<file path="src/hw/mstep_map.vh">
// constants of the microstep indexer: mode codes, angle grid, levels
// assumes a 10-bit angle of 1024 positions per electrical cycle
`ifndef MSTEP_MAP_VH
`define MSTEP_MAP_VH

// step mode codes
`define MSTEP_MODE_FULL100 4'h0
`define MSTEP_MODE_FULL71  4'h1
`define MSTEP_MODE_NCHALF  4'h2
`define MSTEP_MODE_HALF    4'h3
`define MSTEP_MODE_FINEST  4'hA

// angle grid, 1024 positions = 360 degrees
`define MSTEP_HOME_ANGLE   10'h080
`define MSTEP_FULL_OFFSET  10'h080
`define MSTEP_QUARTER      10'h100
`define MSTEP_ANGLE_ONE    10'h001
`define MSTEP_ANGLE_ZERO   10'h000

// increment exponents, increment = 1 << exponent
`define MSTEP_SHIFT_FULL   4'h8
`define MSTEP_SHIFT_HALF   4'h7
`define MSTEP_SHIFT_BASE   4'hA

// current levels in percent of full scale
`define MSTEP_PCT_FULL     7'h64
`define MSTEP_PCT_ZERO     7'h00

// reset values of the outputs
`define MSTEP_RST_CURRENT  8'h00
`define MSTEP_RST_LEVEL    7'h00

`endif

</file>
<file path="src/hw/mstep_indexer.v">
// microstep indexer: advance/rotation-sense pins to per-winding targets
// assumes step_mode comes from logic on ref_clk (no synchroniser);
// uvlo_active and sleep_active are on-chip levels on ref_clk
`timescale 1ns/10ps
`default_nettype none
`include "mstep_map.vh"

// Operation
// - codes 0/1/2 give full step 100%, full step 71%, non-circular half.
// - code 3 half step, codes 4..10 each halve increment down to 1/256.
// - each rising advance edge moves exactly one table state, save the held edge below and edges under lockout or sleep.
// - sense high steps angle up, low steps down; controller holds it steady.
// - after a mode change the next edge lands on the new mode's grid.
// - micro to full with sense low on full angle: first edge holds.
// - home angle 45 degrees after reset, undervoltage exit, sleep exit.
// - winding A target is sine of angle, B is cosine, signed percent.
// - positive drives terminal one to terminal two, negative reverses.
// - full 71% mode cycles 45/135/225/315 degrees at 71% magnitude.
// - half step eight states from 0 degrees; quarter 16, eighth 32.
// - eighth step quadrant levels 0..100; finer modes subdivide same wave.
// - two independent bridges, each with its own signed target.
// - full 100% mode cycles the four diagonals at plus or minus 100%.
// - non-circular half: eight states, each winding 0 or plus/minus 100%.
module mstep_indexer (
  input  wire       ref_clk,            // 125 MHz system clock
  input  wire       reset,              // async reset, active high
  input  wire       clk_en,             // freeze all state when low
  input  wire       advance_pin,        // step pulse pin, async
  input  wire       rotation_sense_pin, // direction pin, async
  input  wire [3:0] step_mode,          // step mode field
  input  wire       uvlo_active,        // logic undervoltage lockout
  input  wire       sleep_active,       // low-power sleep state
  output reg  [9:0] angle_ff,           // electrical angle, 1024/cycle
  output reg  [7:0] winding_a_current,  // signed percent, sine
  output reg  [7:0] winding_b_current,  // signed percent, cosine
  output reg        bridge_a_fwd_ff,    // A: terminal one to two
  output reg        bridge_a_drive_ff,  // A: nonzero target
  output reg  [6:0] bridge_a_level_ff,  // A: magnitude percent
  output reg        bridge_b_fwd_ff,    // B: terminal one to two
  output reg        bridge_b_drive_ff,  // B: nonzero target
  output reg  [6:0] bridge_b_level_ff,  // B: magnitude percent
  output reg        step_done_ff,       // pulse: angle step taken
  output reg        at_home_ff          // angle sits on home
);

  // pin synchroniser outputs
  wire [1:0] pin_level;
  wire [1:0] pin_rise;
  wire       adv_rise;
  wire       sense_up;

  // mode decode
  reg        full_mode;
  reg        micro_mode;
  reg  [3:0] inc_shift;
  reg  [9:0] inc;
  reg  [9:0] base;

  // next-angle arithmetic
  reg  [9:0] rel;
  reg  [9:0] aligned;
  reg        on_grid;
  reg        on_full_angle;
  reg  [9:0] nxt_angle;
  reg        nxt_hold;
  reg        nxt_step;

  // state
  reg  [3:0] mode_ff;
  reg        hold_ff;
  wire       homing;

  // table lookup stage
  reg  [9:0] angle_b;
  reg  [8:0] idx_a;
  reg  [8:0] idx_b;
  reg        neg_a;
  reg        neg_b;
  reg  [2:0] frac_a_ff;
  reg  [2:0] frac_b_ff;
  reg        neg_a_ff;
  reg        neg_b_ff;
  reg        force_ff;
  wire [6:0] lo_a;
  wire [6:0] hi_a;
  wire [6:0] lo_b;
  wire [6:0] hi_b;

  // interpolation
  reg  [9:0] prod_a;
  reg  [9:0] prod_b;
  reg  [6:0] mag_a;
  reg  [6:0] mag_b;
  reg  [7:0] nxt_cur_a;
  reg  [7:0] nxt_cur_b;

  // both pins pass two flops; equal delay keeps sense aligned to edge
  mstep_sync #(
    .W (2)
  ) u_sync (
    .ref_clk (ref_clk),
    .reset   (reset),
    .clk_en  (clk_en),
    .pin_in  ({rotation_sense_pin, advance_pin}),
    .level   (pin_level),
    .rise    (pin_rise)
  );

  assign adv_rise = pin_rise[0];
  assign sense_up = pin_level[1];
  assign homing   = uvlo_active | sleep_active;

  // mode to increment; unused codes above 1/256 step as 1/256
  always @* begin
    full_mode  = (step_mode == `MSTEP_MODE_FULL100) |
                 (step_mode == `MSTEP_MODE_FULL71);
    micro_mode = ~((mode_ff == `MSTEP_MODE_FULL100) |
                   (mode_ff == `MSTEP_MODE_FULL71));
    if (full_mode) begin
      inc_shift = `MSTEP_SHIFT_FULL;
    end else if (step_mode <= `MSTEP_MODE_HALF) begin
      inc_shift = `MSTEP_SHIFT_HALF;
    end else if (step_mode <= `MSTEP_MODE_FINEST) begin
      inc_shift = `MSTEP_SHIFT_BASE - step_mode;
    end else begin
      inc_shift = 4'h0;
    end
    inc  = `MSTEP_ANGLE_ONE << inc_shift;
    // full-step grid sits on the diagonals, the rest on zero
    base = full_mode ? `MSTEP_FULL_OFFSET : `MSTEP_ANGLE_ZERO;
  end

  // next valid state of the active mode in the sensed direction
  always @* begin
    rel           = angle_ff - base;
    aligned       = rel & ~(inc - `MSTEP_ANGLE_ONE);
    on_grid       = (rel == aligned);
    on_full_angle = ({2'b00, angle_ff[7:0]} == `MSTEP_FULL_OFFSET);
    nxt_angle     = angle_ff;
    nxt_hold      = hold_ff;
    nxt_step      = 1'b0;
    if (full_mode && micro_mode) begin
      nxt_hold = 1'b1;
    end else if (!full_mode) begin
      nxt_hold = 1'b0;
    end
    if (adv_rise) begin
      nxt_hold = 1'b0;
      if (full_mode && micro_mode) begin
        // mode switched in this very cycle: keep the hold disarmed, this edge is the one checked
        nxt_hold = 1'b0;
      end
      if ((hold_ff || (full_mode && micro_mode)) && full_mode &&
          !sense_up && on_full_angle) begin
        nxt_angle = angle_ff;
      end else if (sense_up) begin
        nxt_angle = base + aligned + inc;
        nxt_step  = 1'b1;
      end else if (on_grid) begin
        nxt_angle = base + aligned - inc;
        nxt_step  = 1'b1;
      end else begin
        nxt_angle = base + aligned;
        nxt_step  = 1'b1;
      end
    end
  end

  // angle counter; lockout and sleep hold it at home
  always @(posedge ref_clk or posedge reset) begin
    if (reset) begin
      angle_ff     <= `MSTEP_HOME_ANGLE;
      mode_ff      <= `MSTEP_MODE_FULL100;
      hold_ff      <= 1'b0;
      step_done_ff <= 1'b0;
      at_home_ff   <= 1'b1;
    end else if (clk_en) begin
      mode_ff <= step_mode;
      if (homing) begin
        angle_ff     <= `MSTEP_HOME_ANGLE;
        hold_ff      <= 1'b0;
        step_done_ff <= 1'b0;
        at_home_ff   <= 1'b1;
      end else begin
        angle_ff     <= nxt_angle;
        hold_ff      <= nxt_hold;
        step_done_ff <= nxt_step && (nxt_angle != angle_ff);
        at_home_ff   <= (nxt_angle == `MSTEP_HOME_ANGLE);
      end
    end
  end

  // fold angle into a quarter-wave index; cosine is sine plus 90 deg
  always @* begin
    angle_b = angle_ff + `MSTEP_QUARTER;
    if (angle_ff[8]) begin
      idx_a = 9'h100 - {1'b0, angle_ff[7:0]};
    end else begin
      idx_a = {1'b0, angle_ff[7:0]};
    end
    if (angle_b[8]) begin
      idx_b = 9'h100 - {1'b0, angle_b[7:0]};
    end else begin
      idx_b = {1'b0, angle_b[7:0]};
    end
    neg_a = angle_ff[9];
    neg_b = angle_b[9];
  end

  // one table per winding so the bridges never share a read slot
  mstep_sine_rom u_rom_a (
    .ref_clk (ref_clk),
    .reset   (reset),
    .clk_en  (clk_en),
    .addr    (idx_a[8:3]),
    .data_lo (lo_a),
    .data_hi (hi_a)
  );

  mstep_sine_rom u_rom_b (
    .ref_clk (ref_clk),
    .reset   (reset),
    .clk_en  (clk_en),
    .addr    (idx_b[8:3]),
    .data_lo (lo_b),
    .data_hi (hi_b)
  );

  // side data that travels with the table read
  always @(posedge ref_clk or posedge reset) begin
    if (reset) begin
      frac_a_ff <= 3'h0;
      frac_b_ff <= 3'h0;
      neg_a_ff  <= 1'b0;
      neg_b_ff  <= 1'b0;
      force_ff  <= 1'b0;
    end else if (clk_en) begin
      frac_a_ff <= idx_a[2:0];
      frac_b_ff <= idx_b[2:0];
      neg_a_ff  <= neg_a;
      neg_b_ff  <= neg_b;
      force_ff  <= (mode_ff == `MSTEP_MODE_FULL100) |
                   (mode_ff == `MSTEP_MODE_NCHALF);
    end
  end

  // linear fill between coarse points; exact on 1/32 grid and coarser
  always @* begin
    prod_a = {3'h0, hi_a - lo_a} * {7'h00, frac_a_ff};
    prod_b = {3'h0, hi_b - lo_b} * {7'h00, frac_b_ff};
    prod_a = prod_a + 10'h004;
    prod_b = prod_b + 10'h004;
    mag_a  = lo_a + prod_a[9:3];
    mag_b  = lo_b + prod_b[9:3];
    // square-wave modes: any nonzero level becomes full scale
    if (force_ff && (mag_a != `MSTEP_PCT_ZERO)) begin
      mag_a = `MSTEP_PCT_FULL;
    end
    if (force_ff && (mag_b != `MSTEP_PCT_ZERO)) begin
      mag_b = `MSTEP_PCT_FULL;
    end
    // zero never carries a sign
    if (neg_a_ff && (mag_a != `MSTEP_PCT_ZERO)) begin
      nxt_cur_a = ~{1'b0, mag_a} + 8'h01;
    end else begin
      nxt_cur_a = {1'b0, mag_a};
    end
    if (neg_b_ff && (mag_b != `MSTEP_PCT_ZERO)) begin
      nxt_cur_b = ~{1'b0, mag_b} + 8'h01;
    end else begin
      nxt_cur_b = {1'b0, mag_b};
    end
  end

  // registered targets and per-bridge polarity
  always @(posedge ref_clk or posedge reset) begin
    if (reset) begin
      winding_a_current <= `MSTEP_RST_CURRENT;
      winding_b_current <= `MSTEP_RST_CURRENT;
      bridge_a_fwd_ff   <= 1'b1;
      bridge_a_drive_ff <= 1'b0;
      bridge_a_level_ff <= `MSTEP_RST_LEVEL;
      bridge_b_fwd_ff   <= 1'b1;
      bridge_b_drive_ff <= 1'b0;
      bridge_b_level_ff <= `MSTEP_RST_LEVEL;
    end else if (clk_en) begin
      winding_a_current <= nxt_cur_a;
      winding_b_current <= nxt_cur_b;
      bridge_a_fwd_ff   <= ~nxt_cur_a[7];
      bridge_a_drive_ff <= (mag_a != `MSTEP_PCT_ZERO);
      bridge_a_level_ff <= mag_a;
      bridge_b_fwd_ff   <= ~nxt_cur_b[7];
      bridge_b_drive_ff <= (mag_b != `MSTEP_PCT_ZERO);
      bridge_b_level_ff <= mag_b;
    end
  end

endmodule
`default_nettype wire

</file>
<file path="src/hw/mstep_sine_rom.v">
// quarter-wave sine table, 33 points, percent of full scale
// two registered read ports: entry and the entry after it
`timescale 1ns/10ps
`default_nettype none

module mstep_sine_rom (
  input  wire       ref_clk,  // system clock
  input  wire       reset,    // async reset, active high
  input  wire       clk_en,   // freeze when low
  input  wire [5:0] addr,     // coarse index 0..32
  output reg  [6:0] data_lo,  // table at addr
  output reg  [6:0] data_hi   // table at addr+1, clamped
);

  // coarse points every 1/32 step; past the end reads full scale
  function [6:0] pct;
    input [5:0] k;
    begin
      case (k)
        6'h00: pct = 7'h00;
        6'h01: pct = 7'h05;
        6'h02: pct = 7'h0A;
        6'h03: pct = 7'h0F;
        6'h04: pct = 7'h14;
        6'h05: pct = 7'h18;
        6'h06: pct = 7'h1D;
        6'h07: pct = 7'h22;
        6'h08: pct = 7'h26;
        6'h09: pct = 7'h2B;
        6'h0A: pct = 7'h2F;
        6'h0B: pct = 7'h33;
        6'h0C: pct = 7'h38;
        6'h0D: pct = 7'h3C;
        6'h0E: pct = 7'h3F;
        6'h0F: pct = 7'h43;
        6'h10: pct = 7'h47;
        6'h11: pct = 7'h4A;
        6'h12: pct = 7'h4D;
        6'h13: pct = 7'h50;
        6'h14: pct = 7'h53;
        6'h15: pct = 7'h56;
        6'h16: pct = 7'h58;
        6'h17: pct = 7'h5A;
        6'h18: pct = 7'h5C;
        6'h19: pct = 7'h5E;
        6'h1A: pct = 7'h60;
        6'h1B: pct = 7'h61;
        6'h1C: pct = 7'h62;
        6'h1D: pct = 7'h63;
        default: pct = 7'h64;
      endcase
    end
  endfunction

  // registered reads
  always @(posedge ref_clk or posedge reset) begin
    if (reset) begin
      data_lo <= 7'h00;
      data_hi <= 7'h00;
    end else if (clk_en) begin
      data_lo <= pct(addr);
      data_hi <= pct(addr + 6'h01);
    end
  end

endmodule
`default_nettype wire

</file>
<file path="src/hw/mstep_sync.v">
// two-stage synchroniser with rising edge detect, one lane per pin
// assumes asynchronous pins; clk_en freezes every stage
`timescale 1ns/10ps
`default_nettype none

module mstep_sync #(
  parameter W = 2
) (
  input  wire         ref_clk,  // system clock
  input  wire         reset,    // async reset, active high
  input  wire         clk_en,   // freeze when low
  input  wire [W-1:0] pin_in,   // raw pin levels
  output wire [W-1:0] level,    // synchronised level
  output wire [W-1:0] rise      // one-cycle rising edge
);

  genvar i;

  // per lane: meta stage read only by the sync stage
  generate
    for (i = 0; i < W; i = i + 1) begin : g_lane
      reg meta_ff;
      reg sync_ff;
      reg last_ff;
      always @(posedge ref_clk or posedge reset) begin
        if (reset) begin
          meta_ff <= 1'b0;
          sync_ff <= 1'b0;
          last_ff <= 1'b0;
        end else if (clk_en) begin
          meta_ff <= pin_in[i];
          sync_ff <= meta_ff;
          last_ff <= sync_ff;
        end
      end
      assign level[i] = sync_ff;
      assign rise[i]  = sync_ff & ~last_ff;
    end
  endgenerate

endmodule
`default_nettype wire
</file>
<file path="config.mk">
export PLATFORM = sky130hd
export DESIGN_NAME = mstep_indexer
export DESIGN_NICKNAME = d
export VERILOG_FILES = /design/src/hw/mstep_indexer.v /design/src/hw/mstep_sine_rom.v /design/src/hw/mstep_sync.v
export VERILOG_INCLUDE_DIRS = /design/src /design/src/hw
export SDC_FILE = /design/constraint.sdc
export NUM_CORES = 1
export LEC_CHECK = 0
export BUFFER_PORTS_ARGS = -buffer_cell sky130_fd_sc_hd__buf_2
export CAP_MARGIN = 20
export CORE_ASPECT_RATIO = 0.75
export CORE_UTILIZATION = 52
export CTS_BUF_LIST = sky130_fd_sc_hd__clkbuf_8
export CTS_CLUSTER_SIZE = 16
export DETAILED_ROUTE_END_ITERATION = 8
export PLACE_DENSITY = 0.82
export SLEW_MARGIN = 25
export SYNTH_ARGS = -nofsm -noshare
export SYNTH_HDL_FRONTEND = slang
export SYNTH_SLANG_ARGS = --single-unit
</file>
<file path="constraint.sdc">
create_clock -name ref_clk -period 7 [get_ports ref_clk]
set_input_delay 0.35 -clock ref_clk [delete_from_list [all_inputs] [get_ports ref_clk]]
set_output_delay 0.35 -clock ref_clk [all_outputs]
set_load 0.05 [all_outputs]
</file>
==> summary.md, run 1 <==
| Metric | Value |
|---|---|
| Startpoint Class | `flip-flop` |
| Initial DRC Count | `about 1000` |
| WS Path Type | `reg -> reg` |
| Avg Cell Area, Syn | `between 8 and 9 um2` |
| Gr usage total | `27.6%` |
| H-Tree Depth | `3` |
| Ys flop type | `dfrtp_1` |
| Area growth, synth to finish | `5.31%` |
| FMAX | `162 MHz` |
| Worst Path Required | `around 7.3 ns` |
| Die ar. | `between 20000 and 25000 um2` |
| CP Launch Point | `u_rom_a.data_hi[0]$_DFFE_PP0P_` |
| Reg2Reg Setup Slack | `0.82 ns` |
| CP max FO | `9` |
| Total gr overflow | `0` |
| Share of cells above drive strength 1 | `12.8%` |
| Initial antenna violation count | `0` |
| Slew at the pin closest to its max-slew limit | `between 1 and 1.5 ns` |
| Sink Count | `90` |
| Worst r2r src | `u_rom_a.data_hi[0]$_DFFE_PP0P_` |
| N_diodes | `0` |
| EDFF count, synth | `0` |
| CTS root buffer | `clkbuf_8` |
| Die height | `124 um` |
| Worst Setup EP | `winding_a_current[5]$_DFFE_PP0P_` |
| Routability Congestion | `~1` |
| First-pass GRT wire length | `about 44 mm` |
| RSZ-0062 raised after global routing | `no` |
| CTS max path bufs | `2` |
| # DRC | `0` |
| Ys async rst share | `100%` |
| Routed WL per cell | `18.1 um` |
| Detailed Place HPWL | `~21 mm` |
| Placed cells | `1487` |
| Fin util | `between 50% and 60%` |
| Layout Cells excl Fill | `about 1500` |
| Leading cell type in the layout, fill and taps excluded | `ha_1` |
| Vias in the first global route | `approximately 8600` |
| PortBufs | `56` |
| Nets@finish | `between 1000 and 1500` |
| Setup crit end kind | `flip-flop` |
| Sequential-to-total area share from yosys stat | `21.9%` |
| RR Endpoint | `winding_a_current[5]$_DFFE_PP0P_` |
| IO Pins | `57` |
| Max VDD drop | `315 uV` |
| Largest net degree at the start of global routing | `98` |
| Worst-skew pair later-pin latency | `between 0.3 and 0.4 ns` |
| Die Wd | `about 160 um` |
| Final Skew | `0.00902 ns` |
| Cells after synthesis | `1238` |
| Synth warnings | `0` |
| Hold WC Path Type | `in -> reg` |
| Cts repair resizes | `0` |
| Setup-failing EPs final | `0` |
| Vias/cell | `a little over 6` |
| Setup TNS | `0 ns` |
| Worst EP arrival | `around 6.5 ns` |
| Leak | `4.81 nW` |
| CTS tree | `yes` |
| Tmin final | `about 6.2 ns` |
| Core box area | `~19000 um2` |
| Slew Limit Fails | `0` |
| Net Count, Synth | `~1400` |
| Max-slew headroom at the worst pin | `approximately 31%` |
| Placement row count | `44` |
| Final period util | `between 80% and 90%` |
| Synthesis-stage register bit count | `90` |
| DRT Pass-1 Iters | `8` |
| Post-route ant nets | `0` |
| Commonest cells after routing, fill and taps aside | `ha_1 (111), inv_1 (107), nor2_1 (107)` |
| Max Cap Viol | `0` |
| Yosys cell types | `roughly 100` |
| Vias | `9359` |
| # Post-CTS Setup Buffers | `0` |
| Syn Std Cell Area | `about 10000 um2` |
| R2R cell count | `27` |
| Num CTS Buffers | `9` |
| Status | `completed` |
| Total wire length | `between 20 and 30 mm` |
| Starting Density | `a little over half` |
| Final hold violations | `0` |
| Pwr per Cell Area | `approximately 440 nW/um2` |
| Clock slew at reported path FFs | `approximately 0.10 ns` |
power breakdown:
| part | internal, mW | switching [mW] |
|---|---|---|
| clock | 0.139 | 0.220 |
| combinational | 1.39 | 2.21 |
| sequential | 0.680 | 0.119 |
state kept, by name, summed over array words and instances (netlist names), 2 cells and up:
signal                 cells
angle_ff                  10
bridge_a_level_ff          6
bridge_b_level_ff          6
frac_a_ff                  3
frac_b_ff                  2
mode_ff                    4
u_rom_a.data_hi            7
u_rom_a.data_lo            7
u_rom_b.data_hi            7
u_rom_b.data_lo            7
u_sync.g_lane.meta_ff      2
u_sync.g_lane.sync_ff      2
winding_a_current          8
winding_b_current          8
metal layers:
layer / part of all wire [%] / routed length, um / GRT usage [%]
met1: 47 / 12800 / 40.5
met2: 42 / 11400 / 40.4
met3: 9.4 / 2560 / 6.23
met4: 1.9 / 506 / 7.00
met5: 0 / 0 / 0
critical path, stage by stage (launching register included):
cell and delay (ns):
dfrtp_1 0.37, inv_1 0.07, ha_1 0.14, inv_1 0.06
fa_1 0.42, a21oi_1 0.16, nor2_1 0.05, nor2_1 0.15
xnor2_1 0.18, nand2_1 0.10, fa_1 0.50, inv_1 0.04
ha_1 0.29, inv_1 0.06, fa_1 0.45, nor2b_1 0.11
o21ai_0 0.09, a21boi_0 0.25, nor2_1 0.09, ha_1 0.31
a21boi_0 0.34, o21a_1 0.17, nor2_1 0.04, xnor3_1 0.43
o31a_1 0.41, o41a_1 0.41, xnor2_1 0.13, mux2_2 0.26
final cells by class:
cell class / instances / area (um2)
clock buffers: 9 / 124
well taps: 253 / 317
repair buffers: 67 / 372
clock inverters: 7 / 70.1
inverters: 112 / 422
flip-flops and latches: 90 / 2260
fillers: 1752 / 8530
multi-input cells: 966 / 7290
what timing repair did:
item | 4_1_cts | 5_1_grt
setup endpoints to repair | 0 | 0
endpoints found under the hold margin | 12 | 0
hold buffers | 1 | 0
cells in the mapped netlist (5+ instances only):
cell type / instances / share of area (%)
o31ai_1: 14 / 1.0
a21o_1: 13 / 0.95
nor3_1: 18 / 0.87
o221ai_1: 5 / 0.43
ha_1: 111 / 13
clkbuf_1: 43 / 1.6
nor2b_1: 11 / 0.67
o21bai_1: 11 / 0.80
nand3_1: 22 / 1.1
dfrtp_1: 86 / 21
a311oi_1: 6 / 0.51
a21oi_1: 88 / 4.3
buf_4: 11 / 0.80
o211ai_1: 15 / 1.1
inv_1: 108 / 3.9
a31oi_1: 22 / 1.3
or3_1: 6 / 0.36
nor2_1: 107 / 3.9
o31a_1: 7 / 0.60
nand2b_1: 17 / 1.0
o22ai_1: 12 / 0.73
fa_1: 14 / 2.7
o21a_1: 6 / 0.44
a21boi_0: 5 / 0.36
nand4_1: 7 / 0.43
and3_1: 8 / 0.49
xnor2_1: 71 / 6.0
mux2i_1: 13 / 1.3
o311ai_0: 5 / 0.43
nor4_1: 7 / 0.43
nand2_1: 104 / 3.8
and2_1: 10 / 0.61
nor3b_1: 7 / 0.51
o2bb2ai_1: 6 / 0.51
a211oi_1: 21 / 1.5
xor2_1: 12 / 1.0
o21ai_0: 54 / 2.6
mux2_2: 24 / 2.6
a211o_1: 5 / 0.43
buf_2: 8 / 0.39
cells by family (layout without fill, tap and decap cells):
kind of cell	count (synthesis)	after routing	synth area share, %
multiplexers	41	41	4.61
other	1	1	0.0364
flip-flops	90	90	21.9
buffers and inverters	182	195	7.42
XOR/XNOR	87	87	7.81
AND/OR/NAND/NOR	351	351	16.8
AO/OA/AOI/OAI	359	359	25.0
adder cells (fa/ha/maj)	127	127	16.4
worst min path at each step:
stage / start / endpoint / slack (ns) / depth (start not counted)
2_1_floorplan: mode_ff[0]$_DFFE_PP0P_ / force_ff$_DFFE_PP0P_ / 0.43 / 1
3_3_place_gp: reset / winding_b_current[4]$_DFFE_PP0P_ / 0.28 / 2
3_5_place_dp: reset / winding_b_current[4]$_DFFE_PP0P_ / 0.27 / 2
4_1_cts: advance_pin / u_sync.g_lane[0].meta_ff$_DFFE_PP0P_ / 0.18 / 2
5_1_grt: advance_pin / u_sync.g_lane[0].meta_ff$_DFFE_PP0P_ / 0.19 / 2
6_report: advance_pin / u_sync.g_lane[0].meta_ff$_DFFE_PP0P_ / 0.19 / 2
metrics by stage:
stage / hold slack (ns) / setup WS, ns / total power, mW / instance area [um2]
2_1_floorplan: 0.426 / 1.22 / 3.62 / 10300
3_5_place_dp: 0.274 / 0.840 / 4.34 / 10600
4_1_cts: 0.182 / 0.830 / 4.72 / 10800
5_1_grt: 0.185 / 0.365 / 5.20 / 10800
6_report: 0.195 / 0.816 / 4.76 / 10800
3_3_place_gp: 0.276 / 1.04 / 4.20 / 10600
Power figures use the tool's default switching activity.
==> run 2, diff against run 1 <==
--- a/config.mk
+++ b/config.mk
@@ -9,11 +9,12 @@
 export BUFFER_PORTS_ARGS = -buffer_cell sky130_fd_sc_hd__buf_2
 export CAP_MARGIN = 20
 export CORE_ASPECT_RATIO = 0.75
-export CORE_UTILIZATION = 52
+export CORE_MARGIN = 4
+export CORE_UTILIZATION = 45
 export CTS_BUF_LIST = sky130_fd_sc_hd__clkbuf_8
 export CTS_CLUSTER_SIZE = 16
 export DETAILED_ROUTE_END_ITERATION = 8
-export PLACE_DENSITY = 0.82
+export PLACE_DENSITY = 0.74
 export SLEW_MARGIN = 25
 export SYNTH_ARGS = -nofsm -noshare
 export SYNTH_HDL_FRONTEND = slang
==> run 2 against run 1 <==
Effect of this change:
- hold slack better by 0.0030 ns
- core utilization down 6.9 points
- fmax about the same
- die area up 25%
- combinational power down 1%
- critical endpoint unchanged
==> summary.md, run 2 (same netlist as run 1, synthesis figures left out) <==
| Metric | Value |
|---|---|
| Cell Area, Placed | `10700 um2` |
| H-Tree Depth | `3` |
| Power, Total | `4.82 mW` |
| Setup-failing EPs final | `0` |
| Worst EP arrival | `6.46 ns` |
| Vias/cell | `a little under 6` |
| First-pass GRT wire length | `45.3 mm` |
| Sink Count | `90` |
| Final period util | `about nine tenths` |
| CTS root buffer | `clkbuf_8` |
| Top flop regs | `angle_ff (10), winding_a_current (8), winding_b_current (8)` |
| Multi-input gate area | `7290 um2` |
| Clock slew at reported path FFs | `approximately 0.10 ns` |
| Slew Limit Fails | `0` |
| Final setup margin | `0.812 ns` |
| Hold WC Path Type | `in -> reg` |
| Pwr per Cell Area | `~440 nW/um2` |
| Tmin final | `6.19 ns` |
| Slew at the pin closest to its max-slew limit | `about 1.1 ns` |
| Fin util | `~49%` |
| Vias | `between 9000 and 10000` |
| Final Skew | `approximately 0.0081 ns` |
| Layout Cells excl Fill | `1543` |
| Finished layout cell area | `between 10000 and 15000 um2` |
| CP max FO | `9` |
| Largest net degree at the start of global routing | `between 80 and 90` |
| Vias in the first global route | `8758` |
| Starting Density | `between 40 and 50%` |
| Die Wd | `about 180 um` |
| CTS tree | `yes` |
| Share of cells above drive strength 1 | `12.7%` |
| WS Path Type | `reg -> reg` |
| N_diodes | `0` |
| Setup TNS | `0 ns` |
| Max Cap Viol | `0` |
| PortBufs | `56` |
| Total gr overflow | `0` |
| CTS max path bufs | `2` |
| Core box area | `around 22000 um2` |
| WHS | `0.198 ns` |
| Setup crit end kind | `flip-flop` |
| Total wire length | `about 27 mm` |
| Worst Path Required | `7.27 ns` |
| Pre-CTS setup slack | `approximately 0.84 ns` |
| Final hold violations | `0` |
| Die ar. | `25400 um2` |
| FMAX | `about 160 MHz` |
| Routed WL per cell | `between 15 and 20 um` |
| Initial antenna violation count | `0` |
| Initial DRC Count | `between 900 and 1000` |
| Area growth, synth to finish | `6.17%` |
| Leak | `between 4 and 5 nW` |
| Sequential cell area | `between 2000 and 2500 um2` |
| IO Pins | `57` |
| RSZ-0062 raised after global routing | `no` |
| Detailed Place HPWL | `roughly 21 mm` |
| Num CTS Buffers | `9` |
| Max FFs per register | `10` |
| Gr usage total | `21.2%` |
| Worst-skew pair later-pin latency | `around 0.38 ns` |
| # Post-CTS Setup Buffers | `0` |
| DRT Pass-1 Iters | `5` |
| Routability Congestion | `around 0.95` |
| Leading cell type in the layout, fill and taps excluded | `ha_1` |
| Post-route ant nets | `0` |
| # DRC | `0` |
| Fill count | `2110` |
| Max VDD drop | `around 310 uV` |
| Max-slew headroom at the worst pin | `between 20% and 30%` |
| Status | `completed` |
| Placed cells | `1526` |
| Placement row count | `47` |
| Startpoint Class | `flip-flop` |
| Die height | `139 um` |
| Commonest cells after routing, fill and taps aside | `ha_1 (111), inv_1 (107), nor2_1 (107)` |
| Biggest register | `angle_ff` |
| Nets@finish | `approximately 1400` |
[run 2: area by class of cell]
class                      instances  share of cell area [%]
sequential                        90                    20.6
inverter                         112                    3.87
clock buffer                       9                    1.13
timing repair buffer              65                    3.23
multi-input combinational        966                    66.6
tap                              294                    3.36
clock inverter                     7                    1.14
[run 2: worst paths after layout]
check / startpoint / to / slack, ns / cells past startpoint
min: rotation_sense_pin / u_sync.g_lane[1].meta_ff$_DFFE_PP0P_ / 0.20 / 2
max in group asynchronous: reset / u_sync.g_lane[0].last_ff$_DFFE_PP0P_ / 5.36 / 4
min reg2reg: mode_ff[0]$_DFFE_PP0P_ / force_ff$_DFFE_PP0P_ / 0.46 / 1
max reg2reg: u_rom_a.data_hi[0]$_DFFE_PP0P_ / winding_a_current[5]$_DFFE_PP0P_ / 0.81 / 27
max: u_rom_a.data_hi[0]$_DFFE_PP0P_ / winding_a_current[5]$_DFFE_PP0P_ / 0.81 / 27
min in group asynchronous: reset / bridge_b_level_ff[5]$_DFFE_PP0P_ / 0.46 / 3
[run 2: routing by layer]
metal	share of wire (%)	track usage, %
met1	48	32.6
met2	42	31.3
met3	8.5	4.25
met4	1.1	3.40
met5	0	0
[run 2: report_power, final]
group	total, mW	internal, mW	leakage, nW	switching (mW)
clock	0.457	0.241	0.124	0.216
sequential	0.797	0.680	1.07	0.117
combinational	3.56	1.38	3.63	2.18
total	4.82	2.30	4.83	2.51
[run 2: what timing repair did]
| item | CTS | global route |
|---|---|---|
| hold buffers | 1 | 0 |
| hold endpoints to repair | 21 | 0 |
| gates resized for setup | 0 | 0 |
[run 2: worst max-delay path, stage by stage, from the launching register on]
cell and delay, ns:
dfrtp_1 0.37, inv_1 0.07, ha_1 0.13, inv_1 0.06, fa_1 0.40, a21oi_1 0.14, nor2_1 0.05, nor2_1 0.15
xnor2_1 0.19, nand2_1 0.10, fa_1 0.49, inv_1 0.04, ha_1 0.29, inv_1 0.06, fa_1 0.46, nor2b_1 0.11
o21ai_0 0.10, a21boi_0 0.26, nor2_1 0.08, ha_1 0.31, a21boi_0 0.31, o21a_1 0.16, nor2_1 0.04, xnor3_1 0.43
o31a_1 0.43, o41a_1 0.43, xnor2_1 0.13, mux2_2 0.27
==> run 3, diff against run 2 <==
--- a/config.mk
+++ b/config.mk
@@ -6,15 +6,16 @@
 export SDC_FILE = /design/constraint.sdc
 export NUM_CORES = 1
 export LEC_CHECK = 0
-export BUFFER_PORTS_ARGS = -buffer_cell sky130_fd_sc_hd__buf_2
+export ABC_AREA = 1
 export CAP_MARGIN = 20
 export CORE_ASPECT_RATIO = 0.75
 export CORE_MARGIN = 4
-export CORE_UTILIZATION = 45
+export CORE_UTILIZATION = 40
 export CTS_BUF_LIST = sky130_fd_sc_hd__clkbuf_8
 export CTS_CLUSTER_SIZE = 16
 export DETAILED_ROUTE_END_ITERATION = 8
-export PLACE_DENSITY = 0.74
+export DONT_BUFFER_PORTS = 1
+export PLACE_DENSITY = 0.66
 export SLEW_MARGIN = 25
 export SYNTH_ARGS = -nofsm -noshare
 export SYNTH_HDL_FRONTEND = slang
==> run 3 against run 2 <==
Effect of this change:
- critical path type unchanged
- clock skew grew 0.0099 ns
- via count rose by 0.57%
- core utilization decreased by 6.3 points
- largest power group unchanged
- sequential share of layout area is 1.2 points higher
- cell area down 5.7%
- clock-buffer cell count stayed put
- first-iteration DRC count down 10%
- clock power shrank 9.4%
==> summary.md, run 3 <==
| Metric | Value |
|---|---|
| Clock slew at reported path FFs | `0.10 ns` |
| Top flop regs | `angle_ff (10), winding_a_current (8), winding_b_current (8)` |
| Switching power of the nets | `1.98 mW` |
| Worst r2r src | `u_rom_a.data_hi[0]$_DFFE_PP0P_` |
| RR Endpoint | `winding_a_current[3]$_DFFE_PP0P_` |
| Routed WL per cell | `~15 um` |
| N_diodes | `0` |
| Syn Std Cell Area | `between 9000 and 10000 um2` |
| Pre-CTS setup slack | `1.01 ns` |
| Biggest register | `angle_ff` |
| # DRC | `0` |
| Starting Density | `40.9%` |
| Avg Cell Area, Syn | `about 6.9 um2` |
| Leading cell type in the layout, fill and taps excluded | `nand2_1` |
| Max VDD drop | `just over 200 uV` |
| Synthesis-stage register bit count | `90` |
| CP max FO | `6` |
| Total gr overflow | `0` |
| DRT Pass-1 Iters | `5` |
| Reg2Reg Setup Slack | `0.93 ns` |
| Final setup margin | `slightly above 0.9 ns` |
| Num CTS Buffers | `9` |
| Pwr per Cell Area | `348 nW/um2` |
| Die height | `144 um` |
| Top-count cell post-synth | `nand2_1` |
| Power, Total | `between 3 and 4 mW` |
| Total wire length | `approximately 27 mm` |
| Setup-failing EPs final | `0` |
| Tmin final | `about 6 ns` |
| Initial antenna violation count | `0` |
| Switching portion of total power | `between 50% and 60%` |
| Die ar. | `around 27000 um2` |
| Max Cap Viol | `0` |
| Top cells by area, synth | `dfrtp_1 (22%), ha_1 (14%), nand2_1 (13%)` |
| Max FFs per register | `10` |
| Die Wd | `approximately 190 um` |
| Detailed Place HPWL | `around 21 mm` |
| PortBufs | `0` |
| EDFF count, synth | `0` |
| Worst EP arrival | `between 6 and 7 ns` |
| Setup TNS | `0 ns` |
| Net Count, Synth | `between 1500 and 2000` |
| Initial DRC Count | `870` |
| # Post-CTS Setup Buffers | `0` |
| H-Tree Depth | `3` |
| RSZ-0062 raised after global routing | `no` |
| Status | `completed` |
| Cell Area, Placed | `10100 um2` |
| Cell at the slowest stage of the critical path | `fa_1` |
| Largest net degree at the start of global routing | `71` |
| Hold Path Origin | `clk_en` |
| Finished layout cell area | `approximately 10000 um2` |
| Hold WC Path Type | `in -> reg` |
| Commonest cells post-synth | `nand2_1 (336), inv_1 (193), nor2_1 (121)` |
| Final Skew | `0.0180 ns` |
| Ys flop type | `dfrtp_1` |
| Area growth, synth to finish | `4.60%` |
| Yosys cell types | `between 50 and 60` |
| Commonest cells after routing, fill and taps aside | `nand2_1 (336), inv_1 (191), nor2_1 (121)` |
| Sequential Power Share | `roughly 29%` |
| Nets@finish | `roughly 1500` |
| Logic pwr share | `between 50% and 60%` |
| CTS tree | `yes` |
| CTS root buffer | `clkbuf_8` |
| Slew at the pin closest to its max-slew limit | `1.05 ns` |
| Cells after synthesis | `between 1000 and 1500` |
| Worst-skew pair later-pin latency | `about 0.39 ns` |
| Vias in the first global route | `between 8000 and 9000` |
| Share of cells above drive strength 1 | `under 10%` |
| Setup crit end kind | `flip-flop` |
| Leak | `around 5.3 nW` |
| R2R cell count | `34` |
| Sequential-to-total area share from yosys stat | `a little under a quarter` |
| Worst Path Required | `around 7.3 ns` |
| Ys async rst share | `100%` |
| Final period util | `86.8%` |
| Internal power | `1.62 mW` |
| FMAX | `~160 MHz` |
| CP Launch Point | `u_rom_a.data_hi[0]$_DFFE_PP0P_` |
| Cts repair resizes | `0` |
| Core box area | `between 20000 and 25000 um2` |
| Synth top area share | `about 22%` |
| Crit path top cell by count | `inv_1` |
| CTS max path bufs | `2` |
| Gr usage total | `roughly 20%` |
| WS Path Type | `reg -> reg` |
| Yosys top cell by area | `dfrtp_1` |
| Synth warnings | `0` |
| Endpoint of the worst hold path | `bridge_a_level_ff[5]$_DFFE_PP0P_` |
| Startpoint Class | `flip-flop` |
| Final hold violations | `0` |
| Crit-path max cell delay | `about 0.48 ns` |
| Sink Count | `90` |
| Post-route ant nets | `0` |
| First-pass GRT wire length | `roughly 45 mm` |
| Clock share of power | `about 12%` |
| Max-slew headroom at the worst pin | `between 30 and 40%` |
| Routability Congestion | `just over 0.9` |
| IO Pins | `57` |
| Vias/cell | `between 5 and 6` |
| Slew Limit Fails | `0` |
| Vias | `9230` |
| Placement row count | `between 40 and 50` |
| Fill count | `around 2500` |
| Hold depth | `1` |
## run 3: what timing repair did
action                                 4_1_cts  5_1_grt
endpoints found under the hold margin       30        0
setup endpoints to repair                    0        0
hold buffers                                 1        0
## run 3: worst max-delay path: cells and delay by family, from the launching register on
family,cells,cell delay [ns]
adder cells (fa/ha/maj),7,2.20
buffers and inverters,6,0.42
flip-flops,1,0.37
AO/OA/AOI/OAI,4,0.64
AND/OR/NAND/NOR,13,1.63
XOR/XNOR,4,0.75
## run 3: logic make-up (layout without fill, tap and decap cells)
family	count (synthesis)	after routing	synth area share, %
buffers and inverters	266	242	10.8
DFF	90	90	22.9
adders and majority gates	125	125	16.9
xor gates and xnor gates	51	51	4.68
AOI/OAI and AO/OA	264	264	15.6
and+or+nand+nor	642	642	29.1
other	1	1	0.0380
## run 3: worst max path at each step
stage / endpoint / slack (ns) / cells after the start
global route: winding_a_current[3]$_DFFE_PP0P_ / 0.40 / 35
floorplan: winding_a_current[3]$_DFFE_PP0P_ / 1.56 / 34
CTS: winding_a_current[3]$_DFFE_PP0P_ / 0.95 / 35
detailed placement: winding_a_current[3]$_DFFE_PP0P_ / 1.01 / 35
global placement: winding_a_current[3]$_DFFE_PP0P_ / 1.32 / 35
finish: winding_a_current[3]$_DFFE_PP0P_ / 0.93 / 34
## run 3: per-layer routing
metal | GRT usage (%) | vias up | part of all wire, %
li1 | - | 4630 | -
met1 | 30.8 | 4235 | 50
met2 | 28.9 | 336 | 41
met3 | 4.13 | 29 | 8.2
met4 | 4.15 | 0 | 1.4
met5 | 0 | - | 0
## run 3: power groups by stage
stage	clock [mW]	combinational [mW]	sequential (mW)
finish	0.414	2.13	1.05
global placement	0	2.06	1.07
global route	0.447	2.43	1.07
detailed placement	0	2.08	1.07
CTS	0.428	2.10	1.06
floorplan	0	1.67	0.982
## run 3: through the flow
| step | hold WS (ns) | util (%) | cells |
|---|---|---|---|
| after floorplan | 0.442 | - | 1439 |
| after global placement | 0.262 | 41.9 | 1729 |
| after detailed placement | 0.263 | 41.9 | 1729 |
| after CTS | 0.0380 | 42.8 | 1746 |
| after global routing | 0.0460 | 42.8 | 1746 |
| final | 0.0749 | 42.8 | 1746 |
## run 3: area by class of cell
cell class / instances / area (um2) / area share [%]
Clock buffer: 9 / 124 / 1.20
Clock inverter: 7 / 98.8 / 0.958
Inverter: 219 / 825 / 7.99
Multi-Input combinational cell: 1083 / 6540 / 63.4
Sequential cell: 90 / 2260 / 21.9
Tap cell: 331 / 414 / 4.01
Timing Repair Buffer: 7 / 55.1 / 0.534
